--- config.mk ---
export PLATFORM = sky130hd
export DESIGN_NAME = audio_rx_end_flat
export DESIGN_NICKNAME = d
export VERILOG_FILES = /design/src/hw/audio_link_pkg.sv /design/src/hw/serial_link_if.sv /design/src/hw/audio_rx_end.sv /design/src/flat_wrapper.sv
export VERILOG_INCLUDE_DIRS = /design/src /design/src/hw
export SDC_FILE = /design/constraint.sdc
export NUM_CORES = 1
export LEC_CHECK = 0
export BUFFER_PORTS_ARGS = -buffer_cell sky130_fd_sc_hd__buf_2
export CAP_MARGIN = 20
export CORE_ASPECT_RATIO = 1.5
export CORE_MARGIN = 2
export CORE_UTILIZATION = 65
export CTS_BUF_LIST = sky130_fd_sc_hd__clkbuf_8
export DETAILED_ROUTE_END_ITERATION = 8
export MAX_ROUTING_LAYER = met4
export PLACE_DENSITY = 0.87
export RECOVER_POWER = 100
export SYNTH_ARGS = -nofsm -noshare
export SYNTH_HDL_FRONTEND = slang
export SYNTH_SLANG_ARGS = --single-unit
--- constraint.sdc ---
create_clock -name aclk -period 18 [get_ports aclk]
set_input_delay 3.6 -clock aclk [delete_from_list [all_inputs] [get_ports aclk]]
set_output_delay 3.6 -clock aclk [all_outputs]
set_load 0.05 [all_outputs]
--- src/hw/audio_link_consts.svh ---
`ifndef AUDIO_LINK_CONSTS_SVH
`define AUDIO_LINK_CONSTS_SVH

// ----------------------------------------------------------------
// register offsets (byte addresses)
// ----------------------------------------------------------------
`define OFS_RECFMT 12'h190
`define OFS_CHSEL 12'h1A0
`define OFS_VCTL 12'h200
`define OFS_FMT 12'h210
`define OFS_VMW 12'h220

// ----------------------------------------------------------------
// reset values
// ----------------------------------------------------------------
`define RST_FMT 11'h008
`define RST_VMW 5'h10

// ----------------------------------------------------------------
// field positions
// ----------------------------------------------------------------
`define REC_MONO 1
`define REC_W16 0
`define VC_CODEC_BYP 5
`define VC_VM_BYP 4
`define VC_ANALOG 3
`define VC_SMOOTH 2
`define VC_MIX 1
`define VC_CALL 0
`define FMT_CLKPOL 10
`define FMT_FSINV 9
`define FMT_LSB 8
`define FMT_LONG 7

// ----------------------------------------------------------------
// word widths, slot length, bus answers
// ----------------------------------------------------------------
`define MIN_W 5'h08
`define MAX_W 5'h18
`define SLOT_BITS 6'h20
`define RESP_OK 2'h0
`define RESP_SLVERR 2'h2

// ----------------------------------------------------------------
// link bit clock made by the modem end
// ----------------------------------------------------------------
`define CLK_NS 8
`define LINK_NS 80
`define HALF_CYC (`LINK_NS / `CLK_NS / 2)

`endif

--- src/hw/audio_link_pkg.sv ---
`include "audio_link_consts.svh"

package audio_link_pkg;

   typedef enum logic [1:0] {tim_i2s, tim_left, tim_right, tim_pcm} tim_e;

   typedef struct packed {
      logic ok;
      logic ch;
      logic [4:0] k;
   } loc_s;

   // width outside 8..24 is served as the nearest end
   function automatic logic [4:0] clamp_w(input logic [4:0] w);
      if (w < `MIN_W)
         clamp_w = `MIN_W;
      else if (w > `MAX_W)
         clamp_w = `MAX_W;
      else
         clamp_w = w;
   endfunction : clamp_w

   // position of word bit number k (in send order) in a msb-aligned 24-bit box
   function automatic logic [4:0] bit_at(input logic [4:0] k, input logic [4:0] w,
                                         input logic lsb);
      bit_at = lsb ? 5'(`MAX_W - w + k) : 5'(5'h17 - k);
   endfunction : bit_at

   // which channel and which word bit a frame position carries
   function automatic loc_s locate(input tim_e t, input logic [4:0] w, input logic [5:0] p);
      loc_s l;
      logic [5:0] w6;
      logic [5:0] off;
      logic [5:0] q;
      w6 = {1'b0, w};
      if (t == tim_pcm)
      begin
         l.ch = p >= w6;
         q = l.ch ? 6'(p - w6) : p;
         l.ok = p < 6'(w6 << 1);
      end
      else
      begin
         off = (t == tim_i2s) ? 6'h01 : (t == tim_left) ? 6'h00 : 6'(`SLOT_BITS - w6);
         q = 6'({1'b0, p[4:0]} - off);
         l.ch = p[5];
         l.ok = ({1'b0, p[4:0]} >= off) && (q < w6);
      end
      l.k = q[4:0];
      locate = l;
   endfunction : locate

   typedef struct packed {
      logic [2:0] s0;
      logic [2:0] s1;
      logic bclk_q;
      logic fs_q;
      logic [5:0] cnt;
      loc_s loc;
      logic [23:0] asm_w;
      logic [15:0] left;
      logic ul;
      logic [31:0] pack;
      logic [2:0] pb;
      logic [31:0] fifo_data;
      logic fifo_valid;
      logic [15:0] mix;
      logic [1:0] recfmt;
      logic [3:0] chsel;
      logic [5:0] vctl;
      logic [10:0] fmt;
      logic [4:0] vmw;
      logic aw_got;
      logic [11:0] awaddr;
      logic w_got;
      logic [31:0] wdata;
      logic [3:0] wstrb;
      logic bvalid;
      logic [1:0] bresp;
      logic rvalid;
      logic [31:0] rdata;
      logic [1:0] rresp;
   } dev_state_s;

   typedef struct packed {
      logic s0;
      logic s1;
      logic [7:0] div;
      logic bclk;
      logic [5:0] pos;
      logic fs;
      logic dl;
      loc_s loc;
      logic [23:0] tl;
      logic [23:0] tr;
      logic [23:0] asm_w;
      logic [23:0] rl;
      logic [23:0] rxl;
      logic [23:0] rxr;
      logic rxv;
      logic taken;
   } modem_state_s;

endpackage : audio_link_pkg

--- src/hw/serial_link_if.sv ---
interface serial_link_if;
   logic bclk;
   logic fsync;
   logic dl_data;
   logic ul_data;

   modport device (input bclk, input fsync, input dl_data, output ul_data);
   modport modem (output bclk, output fsync, output dl_data, input ul_data);
endinterface : serial_link_if

--- src/hw/audio_rx_end.sv ---
`include "audio_link_consts.svh"

module audio_rx_end (
   input wire logic aclk,
   input wire logic aresetn,
   serial_link_if.device link,
   input wire logic [11:0] awaddr,
   input wire logic awvalid,
   output logic awready,
   input wire logic [31:0] wdata,
   input wire logic [3:0] wstrb,
   input wire logic wvalid,
   output logic wready,
   output logic [1:0] bresp,
   output logic bvalid,
   input wire logic bready,
   input wire logic [11:0] araddr,
   input wire logic arvalid,
   output logic arready,
   output logic [31:0] rdata,
   output logic [1:0] rresp,
   output logic rvalid,
   input wire logic rready,
   input wire logic [15:0] uplink_left,
   input wire logic [15:0] uplink_right,
   input wire logic [15:0] background_sample,
   output logic [31:0] rx_fifo_wdata,
   output logic rx_fifo_wvalid,
   output logic [15:0] mixer_sample,
   output logic codec_bclk,
   output logic codec_lrck,
   output logic codec_data,
   output logic voice_master_bclk,
   output logic voice_master_lrck,
   output logic voice_master_data,
   output logic analog_path_sel,
   output logic [4:0] vm_word_width
);

   audio_link_pkg::dev_state_s st_r;
   audio_link_pkg::dev_state_s st_nxt;
   audio_link_pkg::tim_e tim;
   logic [4:0] w;
   logic rise;
   logic fall;
   logic launch;
   logic sample;
   logic fs;
   logic bnd;
   logic [5:0] cur;
   logic [23:0] up;
   logic [23:0] a;
   logic frame;
   logic [15:0] out_l;
   logic [15:0] out_r;
   logic [16:0] sum;
   logic [15:0] avg;
   logic [31:0] fb;
   logic [2:0] nb;
   logic [2:0] pbn;
   logic [31:0] pk;
   logic [16:0] msum;
   logic [15:0] m;
   logic [32:0] rd;

   function automatic logic [31:0] merge(input logic [31:0] o, input logic [31:0] d,
                                         input logic [3:0] s);
      for (int i = 0; i < 4; i++)
         merge[8*i +: 8] = s[i] ? d[8*i +: 8] : o[8*i +: 8];
   endfunction : merge

   function automatic logic [15:0] pick(input logic [1:0] sel, input logic [15:0] own,
                                        input logic [15:0] other, input logic [15:0] av);
      pick = sel[1] ? av : (sel[0] ? other : own);
   endfunction : pick

   // ----------------------------------------------------------------
   // next state
   // ----------------------------------------------------------------
   always_comb
   begin
      st_nxt = st_r;
      st_nxt.fifo_valid = 1'b0;
      st_nxt.s0 = {link.bclk, link.fsync, link.dl_data};
      st_nxt.s1 = st_r.s0;
      st_nxt.bclk_q = st_r.s1[2];
      w = audio_link_pkg::clamp_w(st_r.fmt[4:0]);
      tim = audio_link_pkg::tim_e'(st_r.fmt[6:5]);
      rise = st_r.s1[2] & ~st_r.bclk_q;
      fall = ~st_r.s1[2] & st_r.bclk_q;
      launch = st_r.fmt[`FMT_CLKPOL] ? fall : rise;
      sample = st_r.fmt[`FMT_CLKPOL] ? rise : fall;
      fs = st_r.s1[1] ^ st_r.fmt[`FMT_FSINV];
      bnd = 1'b0;
      cur = 6'h00;
      up = 24'h000000;
      a = st_r.asm_w;
      frame = 1'b0;
      // frame position is found at the launch edge so the uplink bit leaves in time
      if (launch)
      begin
         // in PCM mode only the sync's leading edge counts, so short and long sync both work; the other modes count either edge
         bnd = (tim == audio_link_pkg::tim_pcm) ? (fs & ~st_r.fs_q) : (fs ^ st_r.fs_q);
         cur = bnd ? 6'h00 : ((&st_r.cnt) ? st_r.cnt : 6'(st_r.cnt + 6'h01));
         st_nxt.cnt = cur;
         st_nxt.fs_q = fs;
         st_nxt.loc = audio_link_pkg::locate(tim, w,
            (tim == audio_link_pkg::tim_pcm) ? cur : {fs, cur[4:0]});
         up = {st_nxt.loc.ch ? uplink_right : uplink_left, 8'h00};
         st_nxt.ul = st_nxt.loc.ok &
            up[audio_link_pkg::bit_at(st_nxt.loc.k, w, st_r.fmt[`FMT_LSB])];
      end
      if (sample && st_r.loc.ok)
      begin
         if (st_r.loc.k == 5'h00)
            a = 24'h000000;
         a[audio_link_pkg::bit_at(st_r.loc.k, w, st_r.fmt[`FMT_LSB])] = st_r.s1[0];
         st_nxt.asm_w = a;
         if (st_r.loc.k == 5'(w - 5'h01))
         begin
            if (st_r.loc.ch)
               frame = 1'b1;
            else
               st_nxt.left = a[23:8];
         end
      end
      // ----------------------------------------------------------------
      // resampler, packer, mixer: once per received stereo frame
      // ----------------------------------------------------------------
      sum = 17'({st_r.left[15], st_r.left} + {a[23], a[23:8]});
      avg = sum[16:1];
      out_l = pick(st_r.chsel[3:2], st_r.left, a[23:8], avg);
      out_r = pick(st_r.chsel[1:0], a[23:8], st_r.left, avg);
      // 8-bit recording is unsigned: top byte with its sign bit flipped
      if (st_r.recfmt[`REC_MONO])
      begin
         fb = st_r.recfmt[`REC_W16] ? {16'h0000, out_l}
                                    : {24'h000000, out_l[15:8] ^ 8'h80};
         nb = st_r.recfmt[`REC_W16] ? 3'h2 : 3'h1;
      end
      else
      begin
         fb = st_r.recfmt[`REC_W16] ? {out_r, out_l}
            : {16'h0000, out_r[15:8] ^ 8'h80, out_l[15:8] ^ 8'h80};
         nb = st_r.recfmt[`REC_W16] ? 3'h4 : 3'h2;
      end
      pk = st_r.pack;
      // oldest sample lands in the lowest free byte
      for (int i = 0; i < 4; i++)
         if ((3'(i) >= st_r.pb) && (3'(i) < 3'(st_r.pb + nb)))
            pk[8*i +: 8] = fb[8*(i - int'(st_r.pb)) +: 8];
      pbn = 3'(st_r.pb + nb);
      msum = 17'({out_l[15], out_l} + {background_sample[15], background_sample});
      m = msum[16:1];
      if (frame)
      begin
         if (pbn == 3'h4)
         begin
            st_nxt.fifo_data = pk;
            st_nxt.fifo_valid = 1'b1;
            st_nxt.pack = 32'h00000000;
            st_nxt.pb = 3'h0;
         end
         else
         begin
            st_nxt.pack = pk;
            st_nxt.pb = pbn;
         end
         if (!st_r.vctl[`VC_MIX])
            st_nxt.mix = 16'h0000;
         else if (st_r.vctl[`VC_SMOOTH])
            st_nxt.mix = 16'(({m[15], m} + {st_r.mix[15], st_r.mix}) >>> 1);
         else
            st_nxt.mix = m;
      end
      // capture only while the call runs on the digital path; a stop drops the partial word
      if (!st_r.vctl[`VC_CALL] || st_r.vctl[`VC_ANALOG])
      begin
         st_nxt.pb = 3'h0;
         st_nxt.pack = 32'h00000000;
         st_nxt.fifo_valid = 1'b0;
      end
      // ----------------------------------------------------------------
      // register bus
      // ----------------------------------------------------------------
      if (awvalid && awready)
      begin
         st_nxt.aw_got = 1'b1;
         st_nxt.awaddr = awaddr;
      end
      if (wvalid && wready)
      begin
         st_nxt.w_got = 1'b1;
         st_nxt.wdata = wdata;
         st_nxt.wstrb = wstrb;
      end
      if (st_r.aw_got && st_r.w_got)
      begin
         st_nxt.aw_got = 1'b0;
         st_nxt.w_got = 1'b0;
         st_nxt.bvalid = 1'b1;
         st_nxt.bresp = `RESP_OK;
         unique case ({st_r.awaddr[11:2], 2'b00})
            `OFS_RECFMT: st_nxt.recfmt = 2'(merge({30'h0, st_r.recfmt}, st_r.wdata, st_r.wstrb));
            `OFS_CHSEL: st_nxt.chsel = 4'(merge({28'h0, st_r.chsel}, st_r.wdata, st_r.wstrb));
            `OFS_VCTL: st_nxt.vctl = 6'(merge({26'h0, st_r.vctl}, st_r.wdata, st_r.wstrb));
            `OFS_FMT: st_nxt.fmt = 11'(merge({21'h0, st_r.fmt}, st_r.wdata, st_r.wstrb));
            `OFS_VMW: st_nxt.vmw = 5'(merge({27'h0, st_r.vmw}, st_r.wdata, st_r.wstrb));
            default: st_nxt.bresp = `RESP_SLVERR;
         endcase
      end
      if (st_r.bvalid && bready)
         st_nxt.bvalid = 1'b0;
      unique case ({araddr[11:2], 2'b00})
         `OFS_RECFMT: rd = {1'b1, 30'h0, st_r.recfmt};
         `OFS_CHSEL: rd = {1'b1, 28'h0, st_r.chsel};
         `OFS_VCTL: rd = {1'b1, 26'h0, st_r.vctl};
         `OFS_FMT: rd = {1'b1, 21'h0, st_r.fmt};
         `OFS_VMW: rd = {1'b1, 27'h0, st_r.vmw};
         default: rd = 33'h000000000;
      endcase
      if (arvalid && arready)
      begin
         st_nxt.rvalid = 1'b1;
         st_nxt.rdata = rd[31:0];
         st_nxt.rresp = rd[32] ? `RESP_OK : `RESP_SLVERR;
      end
      if (st_r.rvalid && rready)
         st_nxt.rvalid = 1'b0;
   end

   always_ff @(posedge aclk)
   begin
      if (!aresetn)
      begin
         st_r <= '0;
         st_r.fmt <= `RST_FMT;
         st_r.vmw <= `RST_VMW;
      end
      else
         st_r <= st_nxt;
   end

   // ----------------------------------------------------------------
   // outputs
   // ----------------------------------------------------------------
   assign awready = ~st_r.aw_got & ~st_r.bvalid;
   assign wready = ~st_r.w_got & ~st_r.bvalid;
   assign bvalid = st_r.bvalid;
   assign bresp = st_r.bresp;
   assign arready = ~st_r.rvalid;
   assign rvalid = st_r.rvalid;
   assign rdata = st_r.rdata;
   assign rresp = st_r.rresp;
   assign link.ul_data = st_r.ul;
   assign rx_fifo_wdata = st_r.fifo_data;
   assign rx_fifo_wvalid = st_r.fifo_valid;
   assign mixer_sample = st_r.mix;
   // passthroughs carry the resynchronised link, two cycles late
   assign codec_bclk = st_r.vctl[`VC_CODEC_BYP] & st_r.s1[2];
   assign codec_lrck = st_r.vctl[`VC_CODEC_BYP] & st_r.s1[1];
   assign codec_data = st_r.vctl[`VC_CODEC_BYP] & st_r.s1[0];
   assign voice_master_bclk = st_r.vctl[`VC_VM_BYP] & st_r.s1[2];
   assign voice_master_lrck = st_r.vctl[`VC_VM_BYP] & st_r.s1[1];
   assign voice_master_data = st_r.vctl[`VC_VM_BYP] & st_r.s1[0];
   assign analog_path_sel = st_r.vctl[`VC_ANALOG];
   assign vm_word_width = st_r.vmw;

endmodule : audio_rx_end

--- src/flat_wrapper.sv ---
// flat-port wrapper written by rule: the top's interface ports become plain ports
module audio_rx_end_flat 
  (aclk, aresetn, awaddr, awvalid, awready, wdata, wstrb, wvalid, wready, bresp, bvalid, bready, araddr, arvalid, arready, rdata, rresp, rvalid, rready, uplink_left, uplink_right, background_sample, rx_fifo_wdata, rx_fifo_wvalid, mixer_sample, codec_bclk, codec_lrck, codec_data, voice_master_bclk, voice_master_lrck, voice_master_data, analog_path_sel, vm_word_width, link_bclk, link_fsync, link_dl_data, link_ul_data);
  serial_link_if link_i ();
  input wire logic aclk;
  input wire logic aresetn;
  input wire logic [11:0] awaddr;
  input wire logic awvalid;
  output logic awready;
  input wire logic [31:0] wdata;
  input wire logic [3:0] wstrb;
  input wire logic wvalid;
  output logic wready;
  output logic [1:0] bresp;
  output logic bvalid;
  input wire logic bready;
  input wire logic [11:0] araddr;
  input wire logic arvalid;
  output logic arready;
  output logic [31:0] rdata;
  output logic [1:0] rresp;
  output logic rvalid;
  input wire logic rready;
  input wire logic [15:0] uplink_left;
  input wire logic [15:0] uplink_right;
  input wire logic [15:0] background_sample;
  output logic [31:0] rx_fifo_wdata;
  output logic rx_fifo_wvalid;
  output logic [15:0] mixer_sample;
  output logic codec_bclk;
  output logic codec_lrck;
  output logic codec_data;
  output logic voice_master_bclk;
  output logic voice_master_lrck;
  output logic voice_master_data;
  output logic analog_path_sel;
  output logic [4:0] vm_word_width;
  input wire logic [$bits(link_i.bclk)-1:0] link_bclk;
  input wire logic [$bits(link_i.fsync)-1:0] link_fsync;
  input wire logic [$bits(link_i.dl_data)-1:0] link_dl_data;
  output wire logic [$bits(link_i.ul_data)-1:0] link_ul_data;
  assign link_i.bclk = link_bclk;
  assign link_i.fsync = link_fsync;
  assign link_i.dl_data = link_dl_data;
  assign link_ul_data = link_i.ul_data;
  audio_rx_end u_core (.aclk(aclk), .aresetn(aresetn), .link(link_i), .awaddr(awaddr), .awvalid(awvalid), .awready(awready), .wdata(wdata), .wstrb(wstrb), .wvalid(wvalid), .wready(wready), .bresp(bresp), .bvalid(bvalid), .bready(bready), .araddr(araddr), .arvalid(arvalid), .arready(arready), .rdata(rdata), .rresp(rresp), .rvalid(rvalid), .rready(rready), .uplink_left(uplink_left), .uplink_right(uplink_right), .background_sample(background_sample), .rx_fifo_wdata(rx_fifo_wdata), .rx_fifo_wvalid(rx_fifo_wvalid), .mixer_sample(mixer_sample), .codec_bclk(codec_bclk), .codec_lrck(codec_lrck), .codec_data(codec_data), .voice_master_bclk(voice_master_bclk), .voice_master_lrck(voice_master_lrck), .voice_master_data(voice_master_data), .analog_path_sel(analog_path_sel), .vm_word_width(vm_word_width));
endmodule
# ---- Word level (Yosys, flattened, before mapping)
# Cells that the tools add are included.
dict set report word_totals {
  regBits 239
  input_bits 118
  output_inout_bits 103
  elab_cells 193
}
dict set report classes {
  add_sub_neg 18
  order_cmp 17
  n_eq_ne 14
  n_shift 4
  muxes 50
  bitwise 26
  reduce_logical 32
}
# cell n
set op_table {}
lappend op_table {{$pmux 33 s5} 1}
lappend op_table {{$mux 16} 8}
lappend op_table {{$shiftx 32x32->8} 4}
lappend op_table {{$mux 24} 3}
lappend op_table {{$mux 32} 2}
lappend op_table {{$eq 10x8->1 const B} 6}
lappend op_table {{$add 16x16->17} 3}
lappend op_table {{$eq 10x7->1 const B} 4}
lappend op_table {{$mux 35} 1}
lappend op_table {{$mux 5} 7}
lappend op_table {{$mux 8} 4}
lappend op_table {{$mux 6} 5}
lappend op_table {{$bwmux 24} 1}
lappend op_table {{$reduce_and 3->1} 7}
lappend op_table {{$sub 5x5->5 const A} 3}
lappend op_table {{$logic_and 1x1->1} 13}
lappend op_table {{$and 1x1->1} 12}
lappend op_table {{$lt 5x6->1 const B} 2}
lappend op_table {{$not 1->1} 12}
lappend op_table {{$add 5x5->5} 2}
lappend op_table {{$mux 2} 5}
lappend op_table {{$mux 1} 9}
lappend op_table {{$reduce_or 2->1} 4}
lappend op_table {{$sub 1x3->4 const A} 2}
lappend op_table {{other kinds (34)} 41}

# ---- Logic depth before layout (Yosys ltp)
# Gate-level depths: netlist of run 1.
dict set report logic_depth {
  ltp_word 20
  ltp_mapped 40
  depth_no_buf 38
}

# ---- Least setup slack after synthesis of run 1
# Ideal clock, no wire load.
dict set report synth_timing {
  path_type {reg-to-reg}
  startpoint {register u_core.st_r[96] in the netlist's numbering}
  endpoint {register u_core.st_r (netlist bit u_core.mixer_sample[14])}
  setup_ps 60
  t_arrival_ps 8141
  required_time_ps 17940
  slack_ps 9799
  stages_incl_launch_ff 37
  path_buffers 2
  synth_period_minus_slack_ps 8201
  path_cell_list {dfxtp_1 > clkbuf_1 > xor2_1 > nand2_1 > ha_1 > fa_1 > a21o_1 > a21oi_1 > xnor3_1 > o21ai_1 > buf_2 > a31oi_1 > o21ai_0 > nand2_1 > fa_1 > nand3_1 > a21oi_1 > o211a_1 > o21ai_0 > a21boi_0 > nor3_1 > nor3_1 > or2_2 > ha_1 > a21oi_1 > nand2_1 > or2_2 > a221o_1 > a31o_2 > a21oi_1 > xnor2_1 > ha_1 > a21o_1 > o211a_1 > o21ai_0 > or3b_2 > nand2_1}
}
dict set report synth_via {
  elab_chain_cells 18
  word_cells_on_any_way 25
  classes_between {add/sub: 6; order compare: 4; eq/ne: 1; mux: 13; reduce/logical: 1}
}
# item line
set synth_rtl {}
lappend synth_rtl {{start: declaration} audio_rx_end.sv:40} ;# audio_link_pkg::dev_state_s st_r;
lappend synth_rtl {{start signal: assignment} audio_rx_end.sv:241} ;# st_r <= st_nxt;
lappend synth_rtl {{$gt 5x5->1 (no source line)} n/a}
lappend synth_rtl {{$mux 5} audio_link_pkg.sv:17} ;# else if (w > `MAX_W)
lappend synth_rtl {{$mux 5 *} audio_link_pkg.sv:15} ;# if (w < `MIN_W)
lappend synth_rtl {{$sub 5x5->5 (no source line)} n/a}
lappend synth_rtl {{$add 5x5->5 (no source line)} n/a}
lappend synth_rtl {{$mux 5} audio_link_pkg.sv:26} ;# bit_at = lsb ? 5'(`MAX_W - w + k) : 5'(5'h17 - k);
lappend synth_rtl {{$lt 5x6->1 / $ge 5x1->1 (equally long branches)} audio_rx_end.sv:117} ;# a[audio_link_pkg::bit_at(st_r.loc.k, w, st_r.fmt[`FMT_LSB])] = st_r.s1[0];
lappend synth_rtl {{$logic_and 1x1->1} audio_rx_end.sv:117}
lappend synth_rtl {{(+2 left out)} n/a}
lappend synth_rtl {{$bwmux 24} audio_rx_end.sv:117}
lappend synth_rtl {{$mux 24} audio_rx_end.sv:113} ;# if (sample && st_r.loc.ok)
lappend synth_rtl {{$add 16x16->17 / $mux 16 (equally long branches)} {audio_rx_end.sv:130, audio_rx_end.sv:74}}
lappend synth_rtl {{$mux 16} audio_rx_end.sv:74} ;# pick = sel[1] ? av : (sel[0] ? other : own);
lappend synth_rtl {{$add 16x16->17} audio_rx_end.sv:153} ;# msum = 17'({out_l[15], out_l} + {background_sample[15], background_sample});
lappend synth_rtl {{$add 16x16->17} audio_rx_end.sv:172} ;# st_nxt.mix = 16'(({m[15], m} + {st_r.mix[15], st_r.mix}) >>> 1);
lappend synth_rtl {{$mux 16} audio_rx_end.sv:171} ;# else if (st_r.vctl[`VC_SMOOTH])
lappend synth_rtl {{$mux 16} audio_rx_end.sv:169} ;# if (!st_r.vctl[`VC_MIX])
# Mark *: on every way between the ends. The rest lies on a longest branch, timed or not.
# A chain may end at the register's enable or synchronous reset.

# ---- Worst setup path after layout of run 1
dict set report layout_timing {
  startpoint {register u_core.st_r[97] in the netlist's numbering}
  endpoint {register u_core.st_r (netlist bit u_core.mixer_sample[14])}
}
# The elaborated chain is that of the path after synthesis.

==> results of run 1 <==
## final timing paths
path                                                              to  depth (start not counted)                           from  slack, ns
worst max-delay path            u_core.mixer_sample[14]$_SDFFE_PN0P_                         37   u_core.st_r[97]$_SDFFE_PN0P_       7.15
worst min-delay path                   u_core.st_nxt[255]$_SDFF_PN0_                          1  u_core.st_nxt[258]$_SDFF_PN0_       0.45
worst max register to register  u_core.mixer_sample[14]$_SDFFE_PN0P_                         37   u_core.st_r[97]$_SDFFE_PN0P_       7.15
worst min register to register         u_core.st_nxt[255]$_SDFF_PN0_                          1  u_core.st_nxt[258]$_SDFF_PN0_       0.45
## cell families after synthesis
logic type               count (synthesis)  synth area share [%]
AND/OR/NAND/NOR                        723                 21.37
AO/OA/AOI/OAI                          586                 25.09
adder cells (fa/ha/maj)                 99                 8.413
multiplexers                            92                 6.614
other                                    1               0.02429
buffers and inverters                  264                 8.818
XOR/XNOR                                49                 2.958
flip-flops                             206                 26.71
## final cells by class
type / count / area, µm² / area share [%]
Sequential cell: 206 / 4124 / 24.95
Inverter: 68 / 256.5 / 1.552
Multi-Input combinational cell: 1572 / 10030 / 60.67
Clock inverter: 16 / 190.2 / 1.151
Tap cell: 319 / 399.1 / 2.415
Clock buffer: 44 / 605.6 / 3.664
Timing Repair Buffer: 197 / 924.6 / 5.595
## placed cells by master (no fill, tap or decap), drive strengths merged, types with 43 or more instances in the layout
cell type,count
nand2,261
nor2,212
dfxtp,206
a21oi,150
clkbuf,133
o21ai,130
buf,108
ha,91
mux2i,79
inv,70
nand3,52
a31oi,43
## state kept, by name (all words and copies together), names as in the netlist
signal,count
u_core.analog_path_sel,1
u_core.bresp,1
u_core.bvalid,1
u_core.rresp,1
u_core.vm_word_width,5
u_core.rdata,11
u_core.rx_fifo_wvalid,1
u_core.rx_fifo_wdata,32
u_core.st_r,131
u_core.st_nxt,4
u_core.link.ul_data,1
u_core.mixer_sample,16
u_core.rvalid,1
## cells in the mapped netlist (all sizes together) (24+ instances only)
cell type | number | share of area (%)
nand2 | 261 | 6.3
nor2 | 212 | 5.2
dfxtp | 206 | 27
a21oi | 150 | 4.9
o21ai | 130 | 4.3
buf | 102 | 4.9
clkbuf | 94 | 2.3
ha | 91 | 7.4
mux2i | 79 | 5.2
inv | 67 | 1.6
nand3 | 52 | 1.7
a31oi | 43 | 1.7
and2 | 41 | 1.7
nor3 | 41 | 1.3
a211oi | 35 | 1.7
xnor2 | 30 | 1.7
a21o | 24 | 1.2
## through the flow
stage	setup slack, ns	cells	hold slack, ns
2_1_floorplan	9.799	2042	0.4119
3_3_place_gp	8.386	2360	0.4139
3_5_place_dp	8.087	2361	0.4275
4_1_cts	7.955	2421	0.4379
5_1_grt	6.423	2422	0.4575
6_report	7.145	2422	0.4452
## routing by layer
metal | up-vias | GRT usage, % | wire length (µm)
met1 | 7381 | 38.39 | 17070
met5 | - | - | 0
li1 | 7317 | - | -
met2 | 753 | 67.34 | 23810
met3 | 288 | 8.095 | 3403
met4 | 0 | 33.58 | 4613
## power by group
part / leakage [µW] / switching, µW / internal [µW]
registers: 0.00167 / 6.51 / 463
logic: 0.00489 / 76.6 / 40.6
clock network: 0.000416 / 206 / 280
total: 0.00697 / 289 / 783
==> impl_metrics.ini, run 1 <==
[global_routing]
grt_max_degree = 72
grt_pass1_vias = 15200
grt-ovfl-total = 0
antenna_found_initial = 0
grt_usage_pct = 39.75
grt_pass1_wl_um = 76400

[route]
via_count = 15740
wl_per_cell_um = 20.19
postRouteAntennaNets = 0
drt-initial-drc-count = 1216
drt-total-wl_um = 48900
routed_via_density = 6.498
drc_errors = 1
dr.pass1.iters = 8

[status]
violations = design-rule violations, max-capacitance violations, max-slew violations
status = finished with violations

[synthesis]
synth_cell_types = 96
synth.avg_cell_area_um2 = 7.642
synthArstFlopShare_pct = 0
synth-main-ff-cell = dfxtp_1
syn_inst = 2020
netlist_area_um2 = 15440
yosysSeqAreaShare_pct = 26.71
synth_edf_count = 0
ys_warn_count = 0
ys_ff_latch = 206

[clock_network]
clk_pin_slew_worst_paths_ns = 0.07
insertion_delay_ns = 0.57
post_cts_resized = 0
htree_levels = 2
clock_path_buffers = 3
cts_buffers = 34
cts_tree = yes
ctsHoldBuffers = 0
cts_root_buf = clkbuf_8
post_cts_buffers = 0
clock_sink_count = 206

[layout]
fillers = 2029
drive_above_1_share_pct = 9.796
area_growth_pct = 7.059
utilization_pct = 70.38
design_area_um2 = 16530
antennaDiodeCount = 0
nNetsFinal = 2296

[floorplan]
die_h_um = 192.7
core_area_um2 = 23480
design.die.area_um2 = 25020
ios = 221
die_x_um = 129.8
initial_core_util_pct = 65.74
rows = 69

[sta]
setup_viol = 0
rsz0062_at_grt = false
period_needed_ns = 10.85
fmax_mhz = 92.13
period_share_pct = 60.30
hold_viol_final = 0
maxSlewHeadroom_pct = -100.8
fin_worst_skew_ns = 0.02871
final_max_slew_viol_count = 164
finalSetupTns_ns = 0
worst_slew_pin_slew_ns = 3.012

[placement]
io_buffers = 170
place_congestion = 1.055
hpwl_um = 36030
place_area_um2 = 15890

[pwr]
p_per_area_nw_per_um2 = 64.86
leakagePower_uw = 0.006969
vdd_drop_max_v = 0.00007029
p_total_uw = 1072

[setup_path]
crit_fanout = 13
slowest_delay_ns = 1.11
cpMostUsedCell = a21oi_1
worstPathRequired_ns = 18.49
cp_slowest_cell = o21ai_0
cp_top_family = compound AO/OA/AOI/OAI gates
startpoint_type = flop
criticalPathCategory = flop to flop
cp_num_buf_inv = 1
arrival_ns = 11.34
worstSetupEndpointType = flop

[min_path]
hold_path.class = flop to flop

[flow_run]
cap_violations = 3
Power figures use the tool's default switching activity.
==> run 2, diff against run 1 <==
--- a/config.mk
+++ b/config.mk
@@ -10,11 +10,11 @@
 export CAP_MARGIN = 20
 export CORE_ASPECT_RATIO = 1.5
 export CORE_MARGIN = 2
-export CORE_UTILIZATION = 65
+export CORE_UTILIZATION = 60
 export CTS_BUF_LIST = sky130_fd_sc_hd__clkbuf_8
 export DETAILED_ROUTE_END_ITERATION = 8
 export MAX_ROUTING_LAYER = met4
-export PLACE_DENSITY = 0.87
+export PLACE_DENSITY = 0.81
 export RECOVER_POWER = 100
 export SYNTH_ARGS = -nofsm -noshare
 export SYNTH_HDL_FRONTEND = slang
==> constraint.sdc (replaced) <==
create_clock -name aclk -period 10.1 [get_ports aclk]
set_input_delay 2.02 -clock aclk [delete_from_list [all_inputs] [get_ports aclk]]
set_output_delay 2.02 -clock aclk [all_outputs]
set_load 0.05 [all_outputs]
==> impl_metrics.ini, run 2 (same netlist as run 1, synthesis figures left out) <==
[placement]
io_buffers = 170
place_congestion = 1.028
place_area_um2 = 15920
hpwl_um = 36640
dp.cells = 2373

[pwr]
leakagePower_uw = 0.006945
p_per_area_nw_per_um2 = 109.0
vdd_drop_max_v = 0.0001185

[global_routing]
grt-ovfl-total = 0
grt_max_degree = 95
grt_pass1_vias = 14960
grt_usage_pct = 36.25
antenna_found_initial = 1
grt_pass1_wl_um = 76650

[clock_network]
cts_buffers = 34
cts_tree = yes
ctsHoldBuffers = 0
clock_path_buffers = 3
insertion_delay_ns = 0.54
clock_sink_count = 206
cts_root_buf = clkbuf_8
htree_levels = 2
clk_pin_slew_worst_paths_ns = 0.07

[floorplan]
initial_core_util_pct = 61.19
design.die.area_um2 = 27050
rows = 71
die_h_um = 200.5
ios = 221
die_x_um = 135.0
core_area_um2 = 25230

[layout]
largest_reg_flops = 131
final_cell_mix = nand2_1, nor2_1, dfxtp_1
area_growth_pct = 6.460
design_area_um2 = 16430
fin_cells = 2434
top_register = u_core.st_r
layout_commonest_cell = nand2_1
nNetsFinal = 2298
drive_above_1_share_pct = 9.596

[route]
wl_per_cell_um = 20.09
drt-total-wl_um = 48910
drt-initial-drc-count = 1289
drc_errors = 0
postRouteAntennaNets = 0
dr.pass1.iters = 6
routed_via_density = 6.400
via_count = 15580

[min_path]
hold_path.class = flop to flop
min-delay-start = u_core.st_nxt[258]$_SDFF_PN0_
min_path_cells = 1
hold_end = u_core.st_nxt[255]$_SDFF_PN0_

[sta]
finalSetupTns_ns = 0
maxSlewHeadroom_pct = -211.2
period_share_pct = 94.09
period_needed_ns = 9.503
worst_slew_pin_slew_ns = 4.669
setup_viol = 0
fin_worst_skew_ns = 0.01659
hold_viol_final = 0
fmax_mhz = 105.2
final_max_slew_viol_count = 146
rsz0062_at_grt = false

[setup_path]
startpoint_type = flop
r2r-end = u_core.mixer_sample[14]$_SDFFE_PN0P_
worstSetupEndpointType = flop
rr_worst_depth = 38
regToRegSetupSlack_ns = 0.60
cp_slowest_cell = dfxtp_1
criticalPathCategory = flop to flop
r2r_start = u_core.st_r[97]$_SDFFE_PN0P_
worstPathRequired_ns = 10.58
crit_fanout = 9
arrival_ns = 9.98
slowest_delay_ns = 0.48

[status]
violations = max-capacitance violations, max-slew violations
status = finished with violations

[flow_run]
cap_violations = 2
-- run 2: changes by cell type in the layout (fill, tap and decap cells not counted), moves of 2 or more --
cell / previous run / this run
and2_0: 10 / 8
and2_1: 31 / 33
buf_4: 16 / 19
bufinv_16: 4 / 2
clkbuf_8: 44 / 37
clkinvlp_4: 2 / 4
inv_1: 66 / 74
-- run 2: per-stage QoR --
step,util (%),hold slack (ns),power (µW),worst slack [ns]
2_1_floorplan,-,0.4119,1012,1.899
3_3_place_gp,63.04,0.4156,1052,0.9933
3_5_place_dp,63.10,0.4213,1058,0.7951
4_1_cts,65.78,0.4373,1799,0.7442
5_1_grt,65.14,0.4500,1850,0.05318
6_report,65.14,0.4313,1791,0.5974
-- run 2: final cells by class --
type | count | area (µm²)
clock buffers | 37 | 509.2
flip-flops and latches | 206 | 4124
multi-input cells | 1572 | 10020
well taps | 328 | 410.4
diodes | 1 | 2.502
clock inverters | 23 | 166.4
fillers | 2319 | 8795
inverters | 68 | 256.5
repair buffers | 199 | 942.2
-- run 2: worst max-delay path by stage --
stage | end | start | slack (ns)
floorplan | u_core.mixer_sample[14]$_SDFFE_PN0P_ | u_core.st_r[96]$_SDFFE_PN1P_ | 1.90
global placement | u_core.mixer_sample[14]$_SDFFE_PN0P_ | u_core.st_r[97]$_SDFFE_PN0P_ | 0.99
detailed placement | u_core.mixer_sample[14]$_SDFFE_PN0P_ | u_core.st_r[97]$_SDFFE_PN0P_ | 0.80
CTS | u_core.mixer_sample[14]$_SDFFE_PN0P_ | u_core.st_r[97]$_SDFFE_PN0P_ | 0.74
global route | u_core.mixer_sample[15]$_SDFFE_PN0P_ | u_core.st_r[97]$_SDFFE_PN0P_ | 0.05
finish | u_core.mixer_sample[14]$_SDFFE_PN0P_ | u_core.st_r[97]$_SDFFE_PN0P_ | 0.60
-- run 2: where the power goes --
group	total (µW)	switching [µW]	internal [µW]	leakage, µW
Clock	750	357	393	0.000376
Sequential	836	11.5	824	0.00167
Combinational	205	134	71.0	0.00490
Total	1790	502	1290	0.00694
-- run 2: worst max-delay path, delay by kind of cell (launching register included) --
family / cells / cell delay (ns)
fa+ha+maj: 5 / 1.65
simple gates: 9 / 1.99
xor+xnor: 4 / 1.13
flops: 1 / 0.48
compound gates: 16 / 3.62
buf+inv: 4 / 0.56
-- run 2: timing repair --
item / in CTS / in global routing
gates resized for setup: 0 / 1
buffers inserted: 0 / 0
setup endpoints to repair: 0 / 1
-- run 2: metal layers --
layer | GRT usage, % | wire [µm] | vias up
li1 | - | - | 7299
met1 | 37.47 | 17430 | 7306
met2 | 61.89 | 24210 | 702
met3 | 4.975 | 2910 | 270
met4 | 26.82 | 4361 | 0
met5 | - | 0 | -
